**config.mk**
```make
export PLATFORM = sky130hd
export DESIGN_NAME = sdram_interleave_config
export DESIGN_NICKNAME = d
export VERILOG_FILES = /design/src/sdram_cfg_pkg.sv /design/src/sdram_interleave_config.sv
export SDC_FILE = /design/constraint.sdc
export NUM_CORES = 1
export LEC_CHECK = 0
export BUFFER_PORTS_ARGS = -buffer_cell sky130_fd_sc_hd__buf_2
export CAP_MARGIN = 20
export CORE_AREA = 2 2 140 142
export DETAILED_ROUTE_END_ITERATION = 10
export DIE_AREA = 0 0 142 144
export GPL_TIMING_DRIVEN = 0
export SYNTH_ARGS = -nofsm -noshare
export SYNTH_HDL_FRONTEND = slang
export SYNTH_SLANG_ARGS = --single-unit
```
**constraint.sdc**
```tcl
create_clock -name mclk -period 1.9 [get_ports mclk]
set_clock_uncertainty 0.1 [all_clocks]
set_input_delay 0.57 -clock mclk [delete_from_list [all_inputs] [get_ports mclk]]
set_output_delay 0.57 -clock mclk [all_outputs]
set_load 0.02 [all_outputs]
```
**src/sdram_cfg_pkg.sv**
```systemverilog
// Package with configuration bit positions, widths and grouped signal types.
package sdram_cfg_pkg;
   localparam int CCR_W = 32;
   localparam int BCR_W = 32;
   // Controller configuration bit positions, counted from the most significant bit as bit 0.
   localparam int CCR_BANK_RANGE_BIT = 8;
   localparam int CCR_CS_TO_4_BIT = 11;
   localparam int CCR_CS_TO_8_BIT = 12;
   localparam int CCR_UNUSED_BIT = 13;
   localparam int CCR_DQM_STROBE1_BIT = 14;
   localparam int CCR_DQM_ARB_BIT = 15;
   localparam int CCR_RD_EXTRA_BIT = 16;
   localparam int CCR_MUX_SHIFT_BIT = 19;
   localparam int CCR_WR_HOLD_BIT = 21;
   localparam int CCR_CMD_SHIFT_BIT = 22;
   // Organization field of a bank configuration entry, bits 26 to 29.
   localparam int BCR_ORG_MSB = 26;
   localparam int BCR_ORG_LSB = 29;
   localparam int ORG_W = 4;
   localparam logic [CCR_W-1:0] CCR_RESET = 32'h0000_0000;
   localparam int NUM_BANKS = 6;
   localparam int NUM_CS = 12;
   localparam int CS_GROUP = 4;
   localparam int ADDR_W = 14;
   localparam int SDRAM_MHZ_LOW = 100;
   localparam int SDRAM_MHZ_HIGH = 133;
   // Bank size limits in MB.
   localparam int BANK_MIN_MB = 4;
   localparam int BANK_MAX_SMALL_MB = 1024;
   localparam int BANK_MAX_LARGE_MB = 4096;

   // Command-side signals that the delay option shifts together; strobes are active low.
   typedef struct packed {
      logic mux_a2_clken_n;
      logic mux_oe_n;
      logic ras0_n;
      logic ras1_n;
      logic cas0_n;
      logic cas1_n;
      logic we0_n;
      logic we1_n;
      logic addr0_odd;
      logic addr0_even;
      logic [ADDR_W-1:1] addr;
      logic bs0;
      logic bs1;
   } cmd_sig_t;

   // Multiplexer steering signals.
   typedef struct packed {
      logic sel;
      logic clken_b1_n;
      logic clken_b2_n;
   } mux_sig_t;
endpackage : sdram_cfg_pkg

```
**src/sdram_interleave_config.sv**
```systemverilog
// Configuration, signal-timing and pin re-mapping logic of the interleaved SDRAM controller.
module sdram_interleave_config #(
   parameter int SDRAM_MHZ = sdram_cfg_pkg::SDRAM_MHZ_HIGH,
   parameter int DATA_W = 72
) (
   // Clock and reset
   input wire logic mclk,
   input wire logic rst,
   // Configuration load from software
   input wire logic cfg_we,
   input wire logic [sdram_cfg_pkg::CCR_W-1:0] cfg_wdata,
   input wire logic bank_we,
   input wire logic [2:0] bank_idx,
   input wire logic [sdram_cfg_pkg::BCR_W-1:0] bank_wdata,
   // Configuration readback
   output logic [sdram_cfg_pkg::CCR_W-1:0] controller_config_reg,
   output logic [sdram_cfg_pkg::ORG_W-1:0] bank_org [sdram_cfg_pkg::NUM_BANKS],
   output logic [12:0] bank_max_mb_div4,
   output logic bank_write_refused,
   // Internal sequencer side
   input wire sdram_cfg_pkg::cmd_sig_t cmd_in,
   input wire sdram_cfg_pkg::mux_sig_t mux_in,
   input wire logic [sdram_cfg_pkg::NUM_CS/3-1:0] cs_n_in,
   input wire logic dqm_in,
   input wire logic rd_phase_in,
   input wire logic wr_valid_in,
   input wire logic [DATA_W-1:0] wr_data_in,
   // Memory pins
   output sdram_cfg_pkg::cmd_sig_t cmd_out,
   output logic mem_addr_bit_thirteen,
   output sdram_cfg_pkg::mux_sig_t mux_out,
   output logic [sdram_cfg_pkg::NUM_CS-1:0] sdram_chip_select_n,
   output logic wide_pci_arbiter_pin,
   input wire logic arb_func_in,
   output logic rd_phase_out,
   output logic wr_valid_out,
   output logic [DATA_W-1:0] wr_data_out
);
   import sdram_cfg_pkg::*;

   // Refused at elaboration, so a bad build never reaches simulation.
   if (SDRAM_MHZ != SDRAM_MHZ_LOW && SDRAM_MHZ != SDRAM_MHZ_HIGH) begin : g_bad_mhz
      $error("SDRAM clock must be 100 or 133 MHz");
   end
   if (DATA_W < 1) begin : g_bad_data_w
      $error("Write data path needs at least one bit");
   end

   ////////////////////////////////////////////////////////////////////////////
   // Configuration registers. Bit n of the word counts from the top, as software numbers it.

   logic [CCR_W-1:0] ccr_q;
   logic [ORG_W-1:0] org_q [NUM_BANKS];

   function automatic logic ccr_bit(input logic [CCR_W-1:0] r, input int n);
      return r[CCR_W-1-n];
   endfunction : ccr_bit

   always_ff @(posedge mclk) begin
      if (rst) begin
         ccr_q <= CCR_RESET;
      end else if (cfg_we) begin
         ccr_q <= cfg_wdata;
      end
   end

   // Entries six and seven do not exist, so writes there are refused.
   assign bank_write_refused = bank_we && (bank_idx >= 3'(NUM_BANKS));

   generate
      for (genvar b = 0; b < NUM_BANKS; b++) begin : g_bank
         always_ff @(posedge mclk) begin
            if (rst) begin
               org_q[b] <= '0;
            end else if (bank_we && bank_idx == 3'(b)) begin
               org_q[b] <= bank_wdata[BCR_W-1-BCR_ORG_MSB -: ORG_W];
            end
         end
         assign bank_org[b] = org_q[b];
      end
   endgenerate

   assign controller_config_reg = ccr_q;

   logic range_small, cs_to4, cs_to8, dqm_strobe1, dqm_arb, rd_extra, mux_shift, wr_hold;
   logic cmd_shift;
   assign range_small = ccr_bit(ccr_q, CCR_BANK_RANGE_BIT);
   assign cs_to4 = ccr_bit(ccr_q, CCR_CS_TO_4_BIT);
   assign cs_to8 = ccr_bit(ccr_q, CCR_CS_TO_8_BIT);
   assign dqm_strobe1 = ccr_bit(ccr_q, CCR_DQM_STROBE1_BIT);
   assign dqm_arb = ccr_bit(ccr_q, CCR_DQM_ARB_BIT);
   assign rd_extra = ccr_bit(ccr_q, CCR_RD_EXTRA_BIT);
   assign mux_shift = ccr_bit(ccr_q, CCR_MUX_SHIFT_BIT);
   assign wr_hold = ccr_bit(ccr_q, CCR_WR_HOLD_BIT);
   assign cmd_shift = ccr_bit(ccr_q, CCR_CMD_SHIFT_BIT);
   // Bit 13 is stored for readback only and steers nothing.

   // Largest allowed bank size in 4MB units.
   assign bank_max_mb_div4 = range_small ? 13'(BANK_MAX_SMALL_MB / BANK_MIN_MB)
                                         : 13'(BANK_MAX_LARGE_MB / BANK_MIN_MB);

   ////////////////////////////////////////////////////////////////////////////
   // One-cycle delay stages for registered DIMMs.

   cmd_sig_t cmd_q;
   mux_sig_t mux_q;
   logic rd_q;
   logic wr_valid_q;
   logic [DATA_W-1:0] wr_data_q;

   always_ff @(posedge mclk) begin
      if (rst) begin
         cmd_q <= '1;
         cmd_q.addr <= '0;
         cmd_q.addr0_odd <= 1'b0;
         cmd_q.addr0_even <= 1'b0;
         cmd_q.bs0 <= 1'b0;
         cmd_q.bs1 <= 1'b0;
      end else begin
         cmd_q <= cmd_in;
      end
   end

   always_ff @(posedge mclk) begin
      if (rst) begin
         mux_q <= '{sel: 1'b0, clken_b1_n: 1'b1, clken_b2_n: 1'b1};
      end else begin
         mux_q <= mux_in;
      end
   end

   always_ff @(posedge mclk) begin
      if (rst) begin
         rd_q <= 1'b0;
         wr_valid_q <= 1'b0;
         wr_data_q <= '0;
      end else begin
         rd_q <= rd_phase_in;
         wr_valid_q <= wr_valid_in;
         if (wr_valid_in) begin
            wr_data_q <= wr_data_in;
         end
      end
   end

   cmd_sig_t cmd_sel;
   always_comb begin
      cmd_sel = cmd_shift ? cmd_q : cmd_in;
      // The data mask borrows the second strobe set; bank pairs then share strobe set zero.
      if (dqm_strobe1) begin
         cmd_sel.ras1_n = dqm_in;
         cmd_sel.cas1_n = dqm_in;
         cmd_sel.we1_n = dqm_in;
      end
   end
   assign cmd_out = cmd_sel;
   assign mem_addr_bit_thirteen = cmd_sel.addr[ADDR_W-1];

   assign mux_out = mux_shift ? mux_q : mux_in;

   // Reads stretch the sequencer phase by one cycle.
   assign rd_phase_out = rd_phase_in | (rd_extra & rd_q);

   // Write data holds one more cycle; a new beat in that cycle wins over the held one.
   assign wr_valid_out = wr_valid_in | (wr_hold & wr_valid_q);
   assign wr_data_out = wr_valid_in ? wr_data_in : wr_data_q;

   ////////////////////////////////////////////////////////////////////////////
   // Chip select fan-out. Only twelve selects exist; copying splits the load on each.

   generate
      for (genvar c = 0; c < CS_GROUP; c++) begin : g_cs
         assign sdram_chip_select_n[c] = cs_n_in[c];
         assign sdram_chip_select_n[c+CS_GROUP] = cs_to4 ? cs_n_in[c] : 1'b1;
         assign sdram_chip_select_n[c+2*CS_GROUP] = cs_to8 ? cs_n_in[c] : 1'b1;
      end
   endgenerate

   assign wide_pci_arbiter_pin = dqm_arb ? dqm_in : arb_func_in;

   ////////////////////////////////////////////////////////////////////////////
   // Checks.

   a_cmd_shift_one: assert property (@(posedge mclk) disable iff (rst)
      cmd_shift && $stable(cmd_shift) |-> cmd_out.ras0_n == $past(cmd_in.ras0_n))
      else $error("command strobe not delayed");
   a_cmd_pass_direct: assert property (@(posedge mclk) disable iff (rst)
      !cmd_shift && !dqm_strobe1 |-> cmd_out == cmd_in)
      else $error("command path not direct");
   a_mux_shift_one: assert property (@(posedge mclk) disable iff (rst)
      mux_shift && $stable(mux_shift) |-> mux_out == $past(mux_in))
      else $error("mux select not delayed");
   a_wr_hold_extra: assert property (@(posedge mclk) disable iff (rst)
      wr_hold && wr_valid_in ##1 wr_hold |-> wr_valid_out)
      else $error("write data not held");
   a_rd_extend_one: assert property (@(posedge mclk) disable iff (rst)
      rd_extra && rd_phase_in ##1 rd_extra |-> rd_phase_out)
      else $error("read not extended");
   a_cs_copy_four: assert property (@(posedge mclk) disable iff (rst)
      cs_to4 |-> sdram_chip_select_n[7:4] == cs_n_in)
      else $error("chip selects not copied to 4..7");
   a_cs_copy_eight: assert property (@(posedge mclk) disable iff (rst)
      sdram_chip_select_n[11:8] == (cs_to8 ? cs_n_in : 4'hF))
      else $error("chip selects 8..11 active while off");
   a_dqm_arb_pin: assert property (@(posedge mclk) disable iff (rst)
      dqm_arb |-> wide_pci_arbiter_pin == dqm_in)
      else $error("data mask missing on arbiter pin");
   a_dqm_strobe_pins: assert property (@(posedge mclk) disable iff (rst)
      dqm_strobe1 |-> cmd_out.we1_n == dqm_in && cmd_out.cas1_n == dqm_in &&
      cmd_out.ras1_n == dqm_in)
      else $error("data mask missing on strobe pins");
   a_reset_clears: assert property (@(posedge mclk)
      rst |=> controller_config_reg == CCR_RESET)
      else $error("configuration not cleared by reset");
   a_range_select: assert property (@(posedge mclk) disable iff (rst)
      range_small |-> bank_max_mb_div4 == 13'h100)
      else $error("bank range wrong");

   c_cmd_shift: cover property (@(posedge mclk) cmd_shift && !cmd_in.ras0_n);
   c_wr_hold: cover property (@(posedge mclk) wr_hold && wr_valid_q && !wr_valid_in);
   c_cs_both: cover property (@(posedge mclk) cs_to4 && cs_to8 && !cs_n_in[0]);
   c_bank_refused: cover property (@(posedge mclk) bank_write_refused);
endmodule : sdram_interleave_config

```
Yosys cells after proc, flatten, opt, wreduce, memory -nomap -nowiden
Memories as Yosys holds them, arrays and structs flattened.
Cells that the tools add are included.
{"block": "totals", "reg_bits": 134, "ram_bits": 24, "input_bits": 179, "memories": 1}
{"memory": "org_q", "depth": 6, "word_bits": 4, "read_ports": 6, "rd_clocked_by_memory_dff": 0, "write_ports": 6, "line_no": "sdram_interleave_config.sv:53", "text": "logic [ORG_W-1:0] org_q [NUM_BANKS];"}
{"block": "classes", "magnitude_cmp": 1, "eq_ne": 5, "n_mux": 42, "bitwise_logic": 10, "reduce_logical": 8}
{"operator": "two-way mux 72 bit", "n": 1}
{"operator": "two-way mux 1 bit", "n": 32}
{"operator": "two-way mux 25 bit", "n": 1}
{"operator": "two-way mux 4 bit", "n": 6}
{"operator": "two-way mux 11 bit", "n": 1}
{"operator": "bitwise OR 1 bit", "n": 8}
{"operator": "logical AND 1 bit", "n": 7}
{"operator": "equality test 3 x 2 -> 1 bit, second input constant", "n": 2}
{"operator": "equality test 3 bit, second input constant", "n": 2}
{"operator": "equality test 3 x 1 -> 1 bit, second input constant", "n": 1}
{"operator": ">= comparator 3 bit, second input constant", "n": 1}
{"operator": "zero test 3 bit", "n": 1}
{"operator": "two-way mux 3 bit", "n": 1}
{"operator": "bitwise AND 1 bit", "n": 2}

Logic depth before layout (Yosys ltp)
Gate-level depths: netlist of run 1.
{"block": "logic_depth", "ltp_word": 6, "depth_mapped": 4, "ltp_nobuf": 2}

Least setup slack after synthesis of run 1
No wires, ideal clock.
{"block": "synth_path", "path_kind": "register to output", "start": "register ccr_q[9] (netlist: controller_config_reg[9])", "end": "output cmd_out[14] (netlist bit)", "t_arrival_ps": 1440, "setup_slack_ps": -210, "path_stages_with_launch": 5, "n_path_buf": 3, "cell_sequence": "dfxtp_1 -> buf_2 -> buf_2 -> mux2_2 -> buf_4"}
{"block": "synth_between", "elab_chain_cells": 1}
{"element": "from (decl)", "line_no": "sdram_interleave_config.sv:52", "text": "logic [CCR_W-1:0] ccr_q;"}
{"element": "from (signal assigned)", "line_no": "sdram_interleave_config.sv:63", "text": "ccr_q <= cfg_wdata;"}
{"element": "two-way mux 25 bit", "line_no": "sdram_interleave_config.sv:148", "text": "cmd_sel = cmd_shift ? cmd_q : cmd_in;"}
{"element": "to (decl)", "line_no": "sdram_interleave_config.sv:29", "text": "output sdram_cfg_pkg::cmd_sig_t cmd_out,"}
No other way between the ends.

==> results of run 1 <==
-- metrics by stage --
step                      setup TNS (ns)  setup WS [ns]  power [mW]  hold WS (ns)  utilization
final                             -11.43         -0.409        8.82         0.246        0.528
after CTS                         -14.71         -0.422        8.91         0.223        0.527
after floorplan                        0         0.0189        4.69         0.483            -
after global routing              -13.88         -0.464        9.18         0.233        0.528
after global placement            -18.08         -0.263        5.21         0.369        0.444
after detailed placement          -19.10         -0.283        5.22         0.373        0.444
-- cell usage in the layout (no fill, tap or decap) --
| cell | synthesis | final |
|---|---|---|
| and2_1 | 72 | 72 |
| mux2_4 | 58 | 77 |
| and3_1 | 1 | 1 |
| buf_8 | 0 | 2 |
| dfxtp_2 | 0 | 2 |
| mux2_2 | 46 | 27 |
| o21ai_0 | 3 | 3 |
| edfxtp_1 | 24 | 24 |
| inv_6 | 0 | 2 |
| inv_8 | 0 | 2 |
| or2_2 | 10 | 10 |
| nor3_1 | 4 | 4 |
| conb_1 | 1 | 11 |
| buf_2 | 12 | 251 |
| inv_4 | 0 | 1 |
| o31ai_1 | 1 | 1 |
| inv_1 | 2 | 2 |
| nand2b_1 | 15 | 15 |
| buf_6 | 7 | 81 |
| clkinv_4 | 0 | 4 |
| nand4b_1 | 1 | 1 |
| buf_12 | 0 | 11 |
| nor2b_1 | 20 | 20 |
| nor2_1 | 52 | 52 |
| clkinv_2 | 0 | 1 |
| clkbuf_16 | 0 | 18 |
| a21o_1 | 2 | 2 |
| dfxtp_1 | 134 | 131 |
| nand4bb_1 | 5 | 5 |
| clkbuf_1 | 13 | 13 |
| buf_16 | 0 | 5 |
| mux2i_1 | 32 | 32 |
| clkinvlp_4 | 0 | 2 |
| dfxtp_4 | 0 | 1 |
| nand2_1 | 3 | 3 |
| bufinv_16 | 0 | 1 |
| clkbuf_8 | 0 | 1 |
| buf_4 | 17 | 37 |
-- logic make-up (layout without fill, tap and decap cells) --
family,after synthesis,in the layout,synth area share
buf+inv,51,434,0.0496
flops,158,158,0.523
simple gates,183,183,0.158
compound gates,6,6,0.00577
mux,136,136,0.263
other cells,1,11,0.000576
-- metal layers --
metal / share of wire / GRT usage / vias up
li1: - / - / 2520
met1: 0.40 / 0.191 / 2292
met2: 0.49 / 0.286 / 250
met3: 0.091 / 0.0632 / 23
met4: 0.018 / 0.0563 / 0
met5: 0 / 0 / -
-- path summary, 6_finish.rpt --
check                                   startpoint                                    end  slack [ns]
max reg2reg               wr_data_q[20]$_SDFF_PP0_               wr_data_q[20]$_SDFF_PP0_        0.83
max          controller_config_reg[9]$_SDFFE_PP0P_                            cmd_out[19]       -0.41
min                                     cmd_in[23]                   cmd_q[23]$_SDFF_PP1_        0.25
min reg2reg  controller_config_reg[4]$_SDFFE_PP0P_  controller_config_reg[4]$_SDFFE_PP0P_        0.39
-- what timing repair did --
action,4_1_cts,5_1_grt
resized for setup,198,15
cloned,8,1
buffers inserted,16,9
endpoints found under the setup margin,104,99
-- cell type report --
type	instances	area, µm²
clock buffers	19	443
clock inverters	13	131
fillers	1662	9000
well taps	238	298
multi-input cells	336	2890
repair buffers	352	2480
flip-flops and latches	158	3410
plain buffers	48	422
inverters	2	7.51
-- report_power, final --
group          switching [mW]  total, mW  internal [mW]
sequential             0.0676       3.66           3.59
clock                    1.47       3.34           1.87
combinational           0.874       1.83          0.956
total                    2.41       8.82           6.42
-- worst max-delay path, cell delays in order, from the launching register on --
cell	delay (ns)
dfxtp_2	0.34
buf_8	0.15
mux2_4	0.31
mux2_2	0.27
buf_6	0.13
==> flow_summary.ini, run 1 <==
[power]
leakagePower_nw = 4.91
ir_drop_v = 0.000586
power.density_nw_per_um2 = 875

[final_layout]
final_nets = 1094
n_antenna_cell = 0
fin_area_um2 = 10100
area_delta_synth_final_pct = 55.0
layout.cells.non_filler = 1166
largest_register_ff_count = 72
drive_above_1_share = 0.578

[drt]
drtIter0Drc = 105
detail_route.first_pass.iterations = 5
ant_nets = 0
drt_wl_total_um = 17900
wl_per_cell_um = 15.4
vias_per_cell = 4.36
vias = 5085
drc = 0

[setup_path]
critPathRequiredTime_ns = 1.23
crit_arrival_ns = 1.64
crit_path_end_kind = primary output
r2r_cells = 3
startpoint_type = register
worst-setup-path-type = reg2out
critical_path.max_fanout = 9

[hold_path]
holdPathStages = 2
hold_class = in2reg

[timing]
rsz0062_at_grt = yes
period_share = 1.22
worstMarginPinSlew_ns = 0.628
slew_headroom = 0.578
period_minus_slack_ns = 2.31
final_hold_viol_count = 0
final_max_slew_viol_count = 0
fmaxAchievable_mhz = 433
timing.final.ws_setup_ns = -0.409
setup_violations = 92

[global_routing]
antenna_found_initial = 0
grtUsageTotal = 0.166
overflow = 0
grt_pass1_vias = 4850
grt_max_degree = 17
grt_pass1_wl_um = 26000

[synth]
synth_top_cell_by_area = dfxtp_1
ys_top_cells_by_count = dfxtp_1 (134), and2_1 (72), mux2_4 (58), nor2_1 (52), mux2_2 (46)
synth_edf_count = 24
syn_area_per_cell_um2 = 12.2
ys_ff_latch = 158
synth_top_area_share = 0.412
yosysUniqueCellTypes = 24
async_reset_ff_frac = 0
netlist_instances = 535
yosys-top-cells-area = dfxtp_1 (41%), mux2_4 (13%), edfxtp_1 (11%)
netlist_area_um2 = 6510
ys_dominant_reg_cell = dfxtp_1
synth_seq_area_share = 0.523
synth.most_common_cell = dfxtp_1
ys_warn_count = 0

[floorplan]
core_area_um2 = 19100
num_rows = 51
dieArea_um2 = 20400
io_pins = 365
die-height_um = 144
die_x_um = 142
start_util = 0.341

[placed_design]
place.gp.congestion = 0.765
place_inst = 1105
dp_hpwl_um = 13000
portBuffers = 322
place_area_um2 = 8460

[clocking]
cts_buffer_depth = 2
cts_root_buf = clkbuf_16
numCtsBuffers = 17
cts_hold_buffers = 0
htreeDepth = 4
clock_insertion_delay_worst_skew_ns = 0.41
cts_tree = done
clock-sinks = 158
path_clk_slew_ns = 0.07

[outcome]
violations = negative setup slack
status = complete, but fails checks

[job]
drv_cap = 0
Note: power is estimated with default switching activity, not from simulation.
==> run 2: changes to the inputs <==
--- a/config.mk
+++ b/config.mk
@@ -11,6 +11,7 @@
 export DETAILED_ROUTE_END_ITERATION = 10
 export DIE_AREA = 0 0 142 144
 export GPL_TIMING_DRIVEN = 0
+export PLACE_DENSITY_LB_ADDON = 0.12
 export SYNTH_ARGS = -nofsm -noshare
 export SYNTH_HDL_FRONTEND = slang
 export SYNTH_SLANG_ARGS = --single-unit
==> run 2 against run 1 <==
Net effect: the run still ends with negative setup slack left; utilization rose by 0.13 points; sequential share of layout area fell by 0.059 points; combinational power barely moved; first-iteration DRC count decreased by 3.8%; highest routed layer unchanged.
==> flow_summary.ini, run 2 (synthesized netlist as in run 1, its figures left out) <==
[power]
clockPowerShare = 0.390
sw_frac_of_total = 0.259
seqPwrFrac = 0.407
leakagePower_nw = 4.91
power.density_nw_per_um2 = 891
intPower_mw = 6.67
ir_drop_v = 0.000587
pwr-share-comb = 0.203
switchingPower_mw = 2.33

[timing]
fmaxAchievable_mhz = 435
final_hold_viol_count = 0
final_max_slew_viol_count = 0
slew_headroom = 0.603
timing.final.ws_setup_ns = -0.396
rsz0062_at_grt = yes
period_minus_slack_ns = 2.30
worstMarginPinSlew_ns = 0.591
period_share = 1.21
setup_violations = 89

[setup_path]
worst-setup-path-type = reg2out
crit_path_max_incr_delay_ns = 0.35
r2r_cells = 5
critical_path.max_fanout = 7
crit_family = multiplexers
crit_path_end_kind = primary output
cpMaxStageDelayCell = dfxtp_2
crit_cells = 4
path_cells = buf_8 -> mux2_4 -> mux2_2 -> buf_6
crit_arrival_ns = 1.63
critPathRequiredTime_ns = 1.23
startpoint_type = register
cp_num_buf_inv = 2

[final_layout]
area_delta_synth_final_pct = 55.3
final_common_cell = buf_2
num-fill-cells = 1750
final_nets = 1088
drive_above_1_share = 0.573
final_cell_mix = buf_2 (247), dfxtp_1 (131), buf_6 (86), mux2_4 (81), and2_1 (72)
utilization = 0.530
layout.cells.non_filler = 1161
largest_register_ff_count = 72

[floorplan]
num_rows = 51
io_pins = 365
die-height_um = 144
start_util = 0.341
dieArea_um2 = 20400
die_x_um = 142
core_area_um2 = 19100

[global_routing]
antenna_found_initial = 1
grt_max_degree = 17
grt_pass1_wl_um = 26200
grt_pass1_vias = 4753
grtUsageTotal = 0.169
overflow = 0

[placed_design]
dp_hpwl_um = 13300
portBuffers = 322
place.gp.congestion = 0.779
place_inst = 1105

[clocking]
path_clk_slew_ns = 0.07
clock-sinks = 158
clock_insertion_delay_worst_skew_ns = 0.41
htreeDepth = 4
cts_tree = done
cts_buffer_depth = 2
cts_hold_buffers = 0
numCtsBuffers = 17
cts_root_buf = clkbuf_16

[drt]
drt_wl_total_um = 18000
vias_per_cell = 4.32
wl_per_cell_um = 15.5
vias = 5014
drtIter0Drc = 101
ant_nets = 0
detail_route.first_pass.iterations = 4
drc = 0

[hold_path]
holdPathStages = 2
hold_class = in2reg

[job]
drv_cap = 0

[outcome]
violations = negative setup slack
status = complete, but fails checks
-- run 2: changes by cell type in the layout (fill, tap and decap cells not counted), sizes merged --
cell,before,now
buf,387,382
clkbuf,32,33
diode,0,1
bufinv,1,3
clkinv,5,3
inv,7,5
-- run 2: cell type report --
type,instances,area [µm²],share of cell area
sequential,158,3410,0.338
multi-input combinational,336,2900,0.287
timing repair buffer,348,2490,0.247
clock buffer,21,450,0.0446
buffer,46,380,0.0376
tap,238,298,0.0295
clock inverter,11,158,0.0156
inverter,2,7.51,0.000743
antenna,1,2.50,0.000248
-- run 2: metal layers --
metal | vias up | GRT usage | part of all wire | routed length [µm]
li1 | 2512 | - | - | -
met1 | 2264 | 0.199 | 0.42 | 7530
met2 | 223 | 0.281 | 0.48 | 8630
met3 | 15 | 0.0662 | 0.089 | 1610
met4 | 0 | 0.0611 | 0.015 | 265
met5 | - | 0 | 0 | 0
-- run 2: worst register-to-register path, cell delays in order, from the launching register on --
cell and delay (ns):
dfxtp_2 0.33, buf_8 0.14, buf_12 0.14, buf_4 0.13
mux2i_1 0.11, nor2_1 0.05
-- run 2: what timing repair did --
| action | in CTS | in global routing |
|---|---|---|
| buffers inserted | 14 | 7 |
| gates cloned | 9 | 0 |
| resized for setup | 223 | 10 |
| setup endpoints to repair | 103 | 96 |
-- run 2: worst paths after layout --
path / slack [ns] / from / end
worst max register to register: 0.77 / controller_config_reg[9]$_SDFFE_PP0P_ / controller_config_reg[9]$_SDFFE_PP0P_
worst min-delay path: 0.25 / mux_in[0] / mux_q[0]$_SDFF_PP1_
worst min register to register: 0.39 / controller_config_reg[4]$_SDFFE_PP0P_ / controller_config_reg[4]$_SDFFE_PP0P_
worst max-delay path: -0.40 / controller_config_reg[9]$_SDFFE_PP0P_ / cmd_out[19]
-- run 2: power groups by stage --
| stage | Sequential (mW) | Combinational, mW | Clock (mW) |
|---|---|---|---|
| floorplan | 3.81 | 0.875 | 0 |
| finish | 3.66 | 1.83 | 3.51 |
| CTS | 3.66 | 1.86 | 3.61 |
| global placement | 3.73 | 1.49 | 0 |
| detailed placement | 3.73 | 1.50 | 0 |
| global route | 3.67 | 1.95 | 3.74 |
-- run 2: through the flow --
step	hold WS (ns)	setup WS (ns)	total power [mW]	setup TNS, ns	instance area, µm²
final	0.253	-0.396	9.00	-10.66	10100
after global routing	0.233	-0.450	9.36	-13.13	10100
after CTS	0.230	-0.414	9.13	-14.64	10200
after detailed placement	0.378	-0.285	5.23	-18.10	8460
after global placement	0.368	-0.243	5.22	-18.13	8460
after floorplan	0.483	0.0189	4.69	0	6550
==> run 3: changes to the inputs <==
--- a/config.mk
+++ b/config.mk
@@ -10,7 +10,7 @@
 export CORE_AREA = 2 2 140 142
 export DETAILED_ROUTE_END_ITERATION = 10
 export DIE_AREA = 0 0 142 144
-export GPL_TIMING_DRIVEN = 0
+export GPL_TIMING_DRIVEN = 1
 export PLACE_DENSITY_LB_ADDON = 0.12
 export SYNTH_ARGS = -nofsm -noshare
 export SYNTH_HDL_FRONTEND = slang
==> run 3 against run 2 <==
Net effect: the flow still finishes with violations (negative setup slack); flip-flop and latch count did not move; sequential power barely moved; maximum frequency rose by 4.5%; critical endpoint is now cmd_out[21].
==> flow_summary.ini, run 3 (synthesized netlist as in run 1, its figures left out) <==
[outcome]
status = complete, but fails checks
violations = negative setup slack

[placed_design]
portBuffers = 325
place.gp.congestion = 0.757
dp_hpwl_um = 12400
place_inst = 1073
place_area_um2 = 8340

[global_routing]
antenna_found_initial = 2
grt_pass1_vias = 5075
grtUsageTotal = 0.170
grt_max_degree = 72
grt_pass1_wl_um = 26500
overflow = 0

[drt]
highest_layer = met5
ant_nets = 0
drt_wl_total_um = 17800
wl_per_cell_um = 15.8
route.met2.wl_um = 8710
m1WireLength_um = 6820
vias = 4997
drc = 0
detail_route.first_pass.iterations = 4
dr_wl_met3_um = 1870
vias_per_cell = 4.44
drtIter0Drc = 113

[final_layout]
final_nets = 1052
layout.cells.non_filler = 1126
final_common_cell = buf_2
final_cell_mix = buf_2 (244), dfxtp_1 (131), mux2_4 (81), buf_6 (80), and2_1 (72)
utilization = 0.519
drive_above_1_share = 0.569
fin_area_um2 = 9910
largest_register_ff_count = 72
area_delta_synth_final_pct = 52.3

[floorplan]
num_rows = 51
start_util = 0.341
core_area_um2 = 19100
dieArea_um2 = 20400
die-height_um = 144
die_x_um = 142
io_pins = 365

[power]
power.total_mw = 9.00
power.density_nw_per_um2 = 908
ir_drop_v = 0.000537
leakagePower_nw = 4.77

[setup_path]
crit_start = controller_config_reg[9]$_SDFFE_PP0P_
crit_end = cmd_out[21]
r2r_slack_ns = 0.83
worst-setup-path-type = reg2out
crit_path_end_kind = primary output
r2r-end = wr_data_q[18]$_SDFF_PP0_
startpoint_type = register
critical_path.max_fanout = 5
crit_path_max_incr_delay_ns = 0.39
critPathRequiredTime_ns = 1.23
path_cells = mux2_4 -> mux2_4 -> buf_6
cpMaxStageDelayCell = dfxtp_4
reg2reg_from = wr_data_q[18]$_SDFF_PP0_
crit_top_cell = mux2_4
r2r_cells = 3
crit_arrival_ns = 1.53

[timing]
hold_ws_ns = 0.257
rsz0062_at_grt = yes
timing.final.ws_setup_ns = -0.297
final_hold_viol_count = 0
fmaxAchievable_mhz = 455
final_max_slew_viol_count = 0
period_share = 1.16
period_minus_slack_ns = 2.20
setup_violations = 99

[clocking]
clock_insertion_delay_worst_skew_ns = 0.40
path_clk_slew_ns = 0.06
numCtsBuffers = 17
cts_hold_buffers = 0
cts_root_buf = clkbuf_16
cts_tree = done
clock-sinks = 158
cts_buffer_depth = 2
htreeDepth = 4

[hold_path]
hold_class = in2reg

[job]
drv_cap = 0
## run 3: repair_timing
action,in CTS,in global routing
cloned,8,0
setup endpoints to repair,104,104
setup buffers,12,7
gates resized for setup,194,30
## run 3: critical path: cells and delay by family (launching register included)
| kind | cells | cell delay (ns) |
|---|---|---|
| buffers and inverters | 1 | 0.14 |
| muxes | 2 | 0.60 |
| DFF | 1 | 0.39 |
## run 3: worst min-delay path by stage
stage / from / to / cells after the start / slack [ns]
final: cmd_in[22] / cmd_q[22]$_SDFF_PP1_ / 2 / 0.26
after global routing: cmd_in[24] / cmd_q[24]$_SDFF_PP1_ / 2 / 0.23
after CTS: cmd_in[24] / cmd_q[24]$_SDFF_PP1_ / 2 / 0.23
after detailed placement: controller_config_reg[26]$_SDFFE_PP0P_ / controller_config_reg[26]$_SDFFE_PP0P_ / 2 / 0.38
after global placement: controller_config_reg[30]$_SDFFE_PP0P_ / controller_config_reg[30]$_SDFFE_PP0P_ / 2 / 0.37
after floorplan: controller_config_reg[0]$_SDFFE_PP0P_ / controller_config_reg[0]$_SDFFE_PP0P_ / 2 / 0.48
## run 3: where the power goes
part | internal [mW] | switching, mW
clock | 2.16 | 1.39
combinational | 0.922 | 0.867
sequential | 3.59 | 0.0697
total | 6.67 | 2.32
## run 3: layer usage
layer | up-vias | global-route usage
li1 | 2440 | -
met1 | 2299 | 0.181
met2 | 228 | 0.288
met3 | 28 | 0.0828
met4 | 2 | 0.0695
met5 | - | 0
## run 3: metrics by stage
step / worst slack, ns / setup TNS, ns
3_5_place_dp: -0.312 / -16.61
4_1_cts: -0.331 / -20.56
3_3_place_gp: -0.320 / -16.94
5_1_grt: -0.364 / -17.90
2_1_floorplan: 0.0189 / 0
6_report: -0.297 / -14.88
## run 3: area by class of cell
class / instances / area (µm²)
antenna: 2 / 5.00
tap: 238 / 298
multi-input combinational: 336 / 2900
clock inverter: 11 / 154
clock buffer: 21 / 462
inverter: 2 / 7.51
timing repair buffer: 358 / 2670
fill: 1680 / 9170
sequential: 158 / 3410
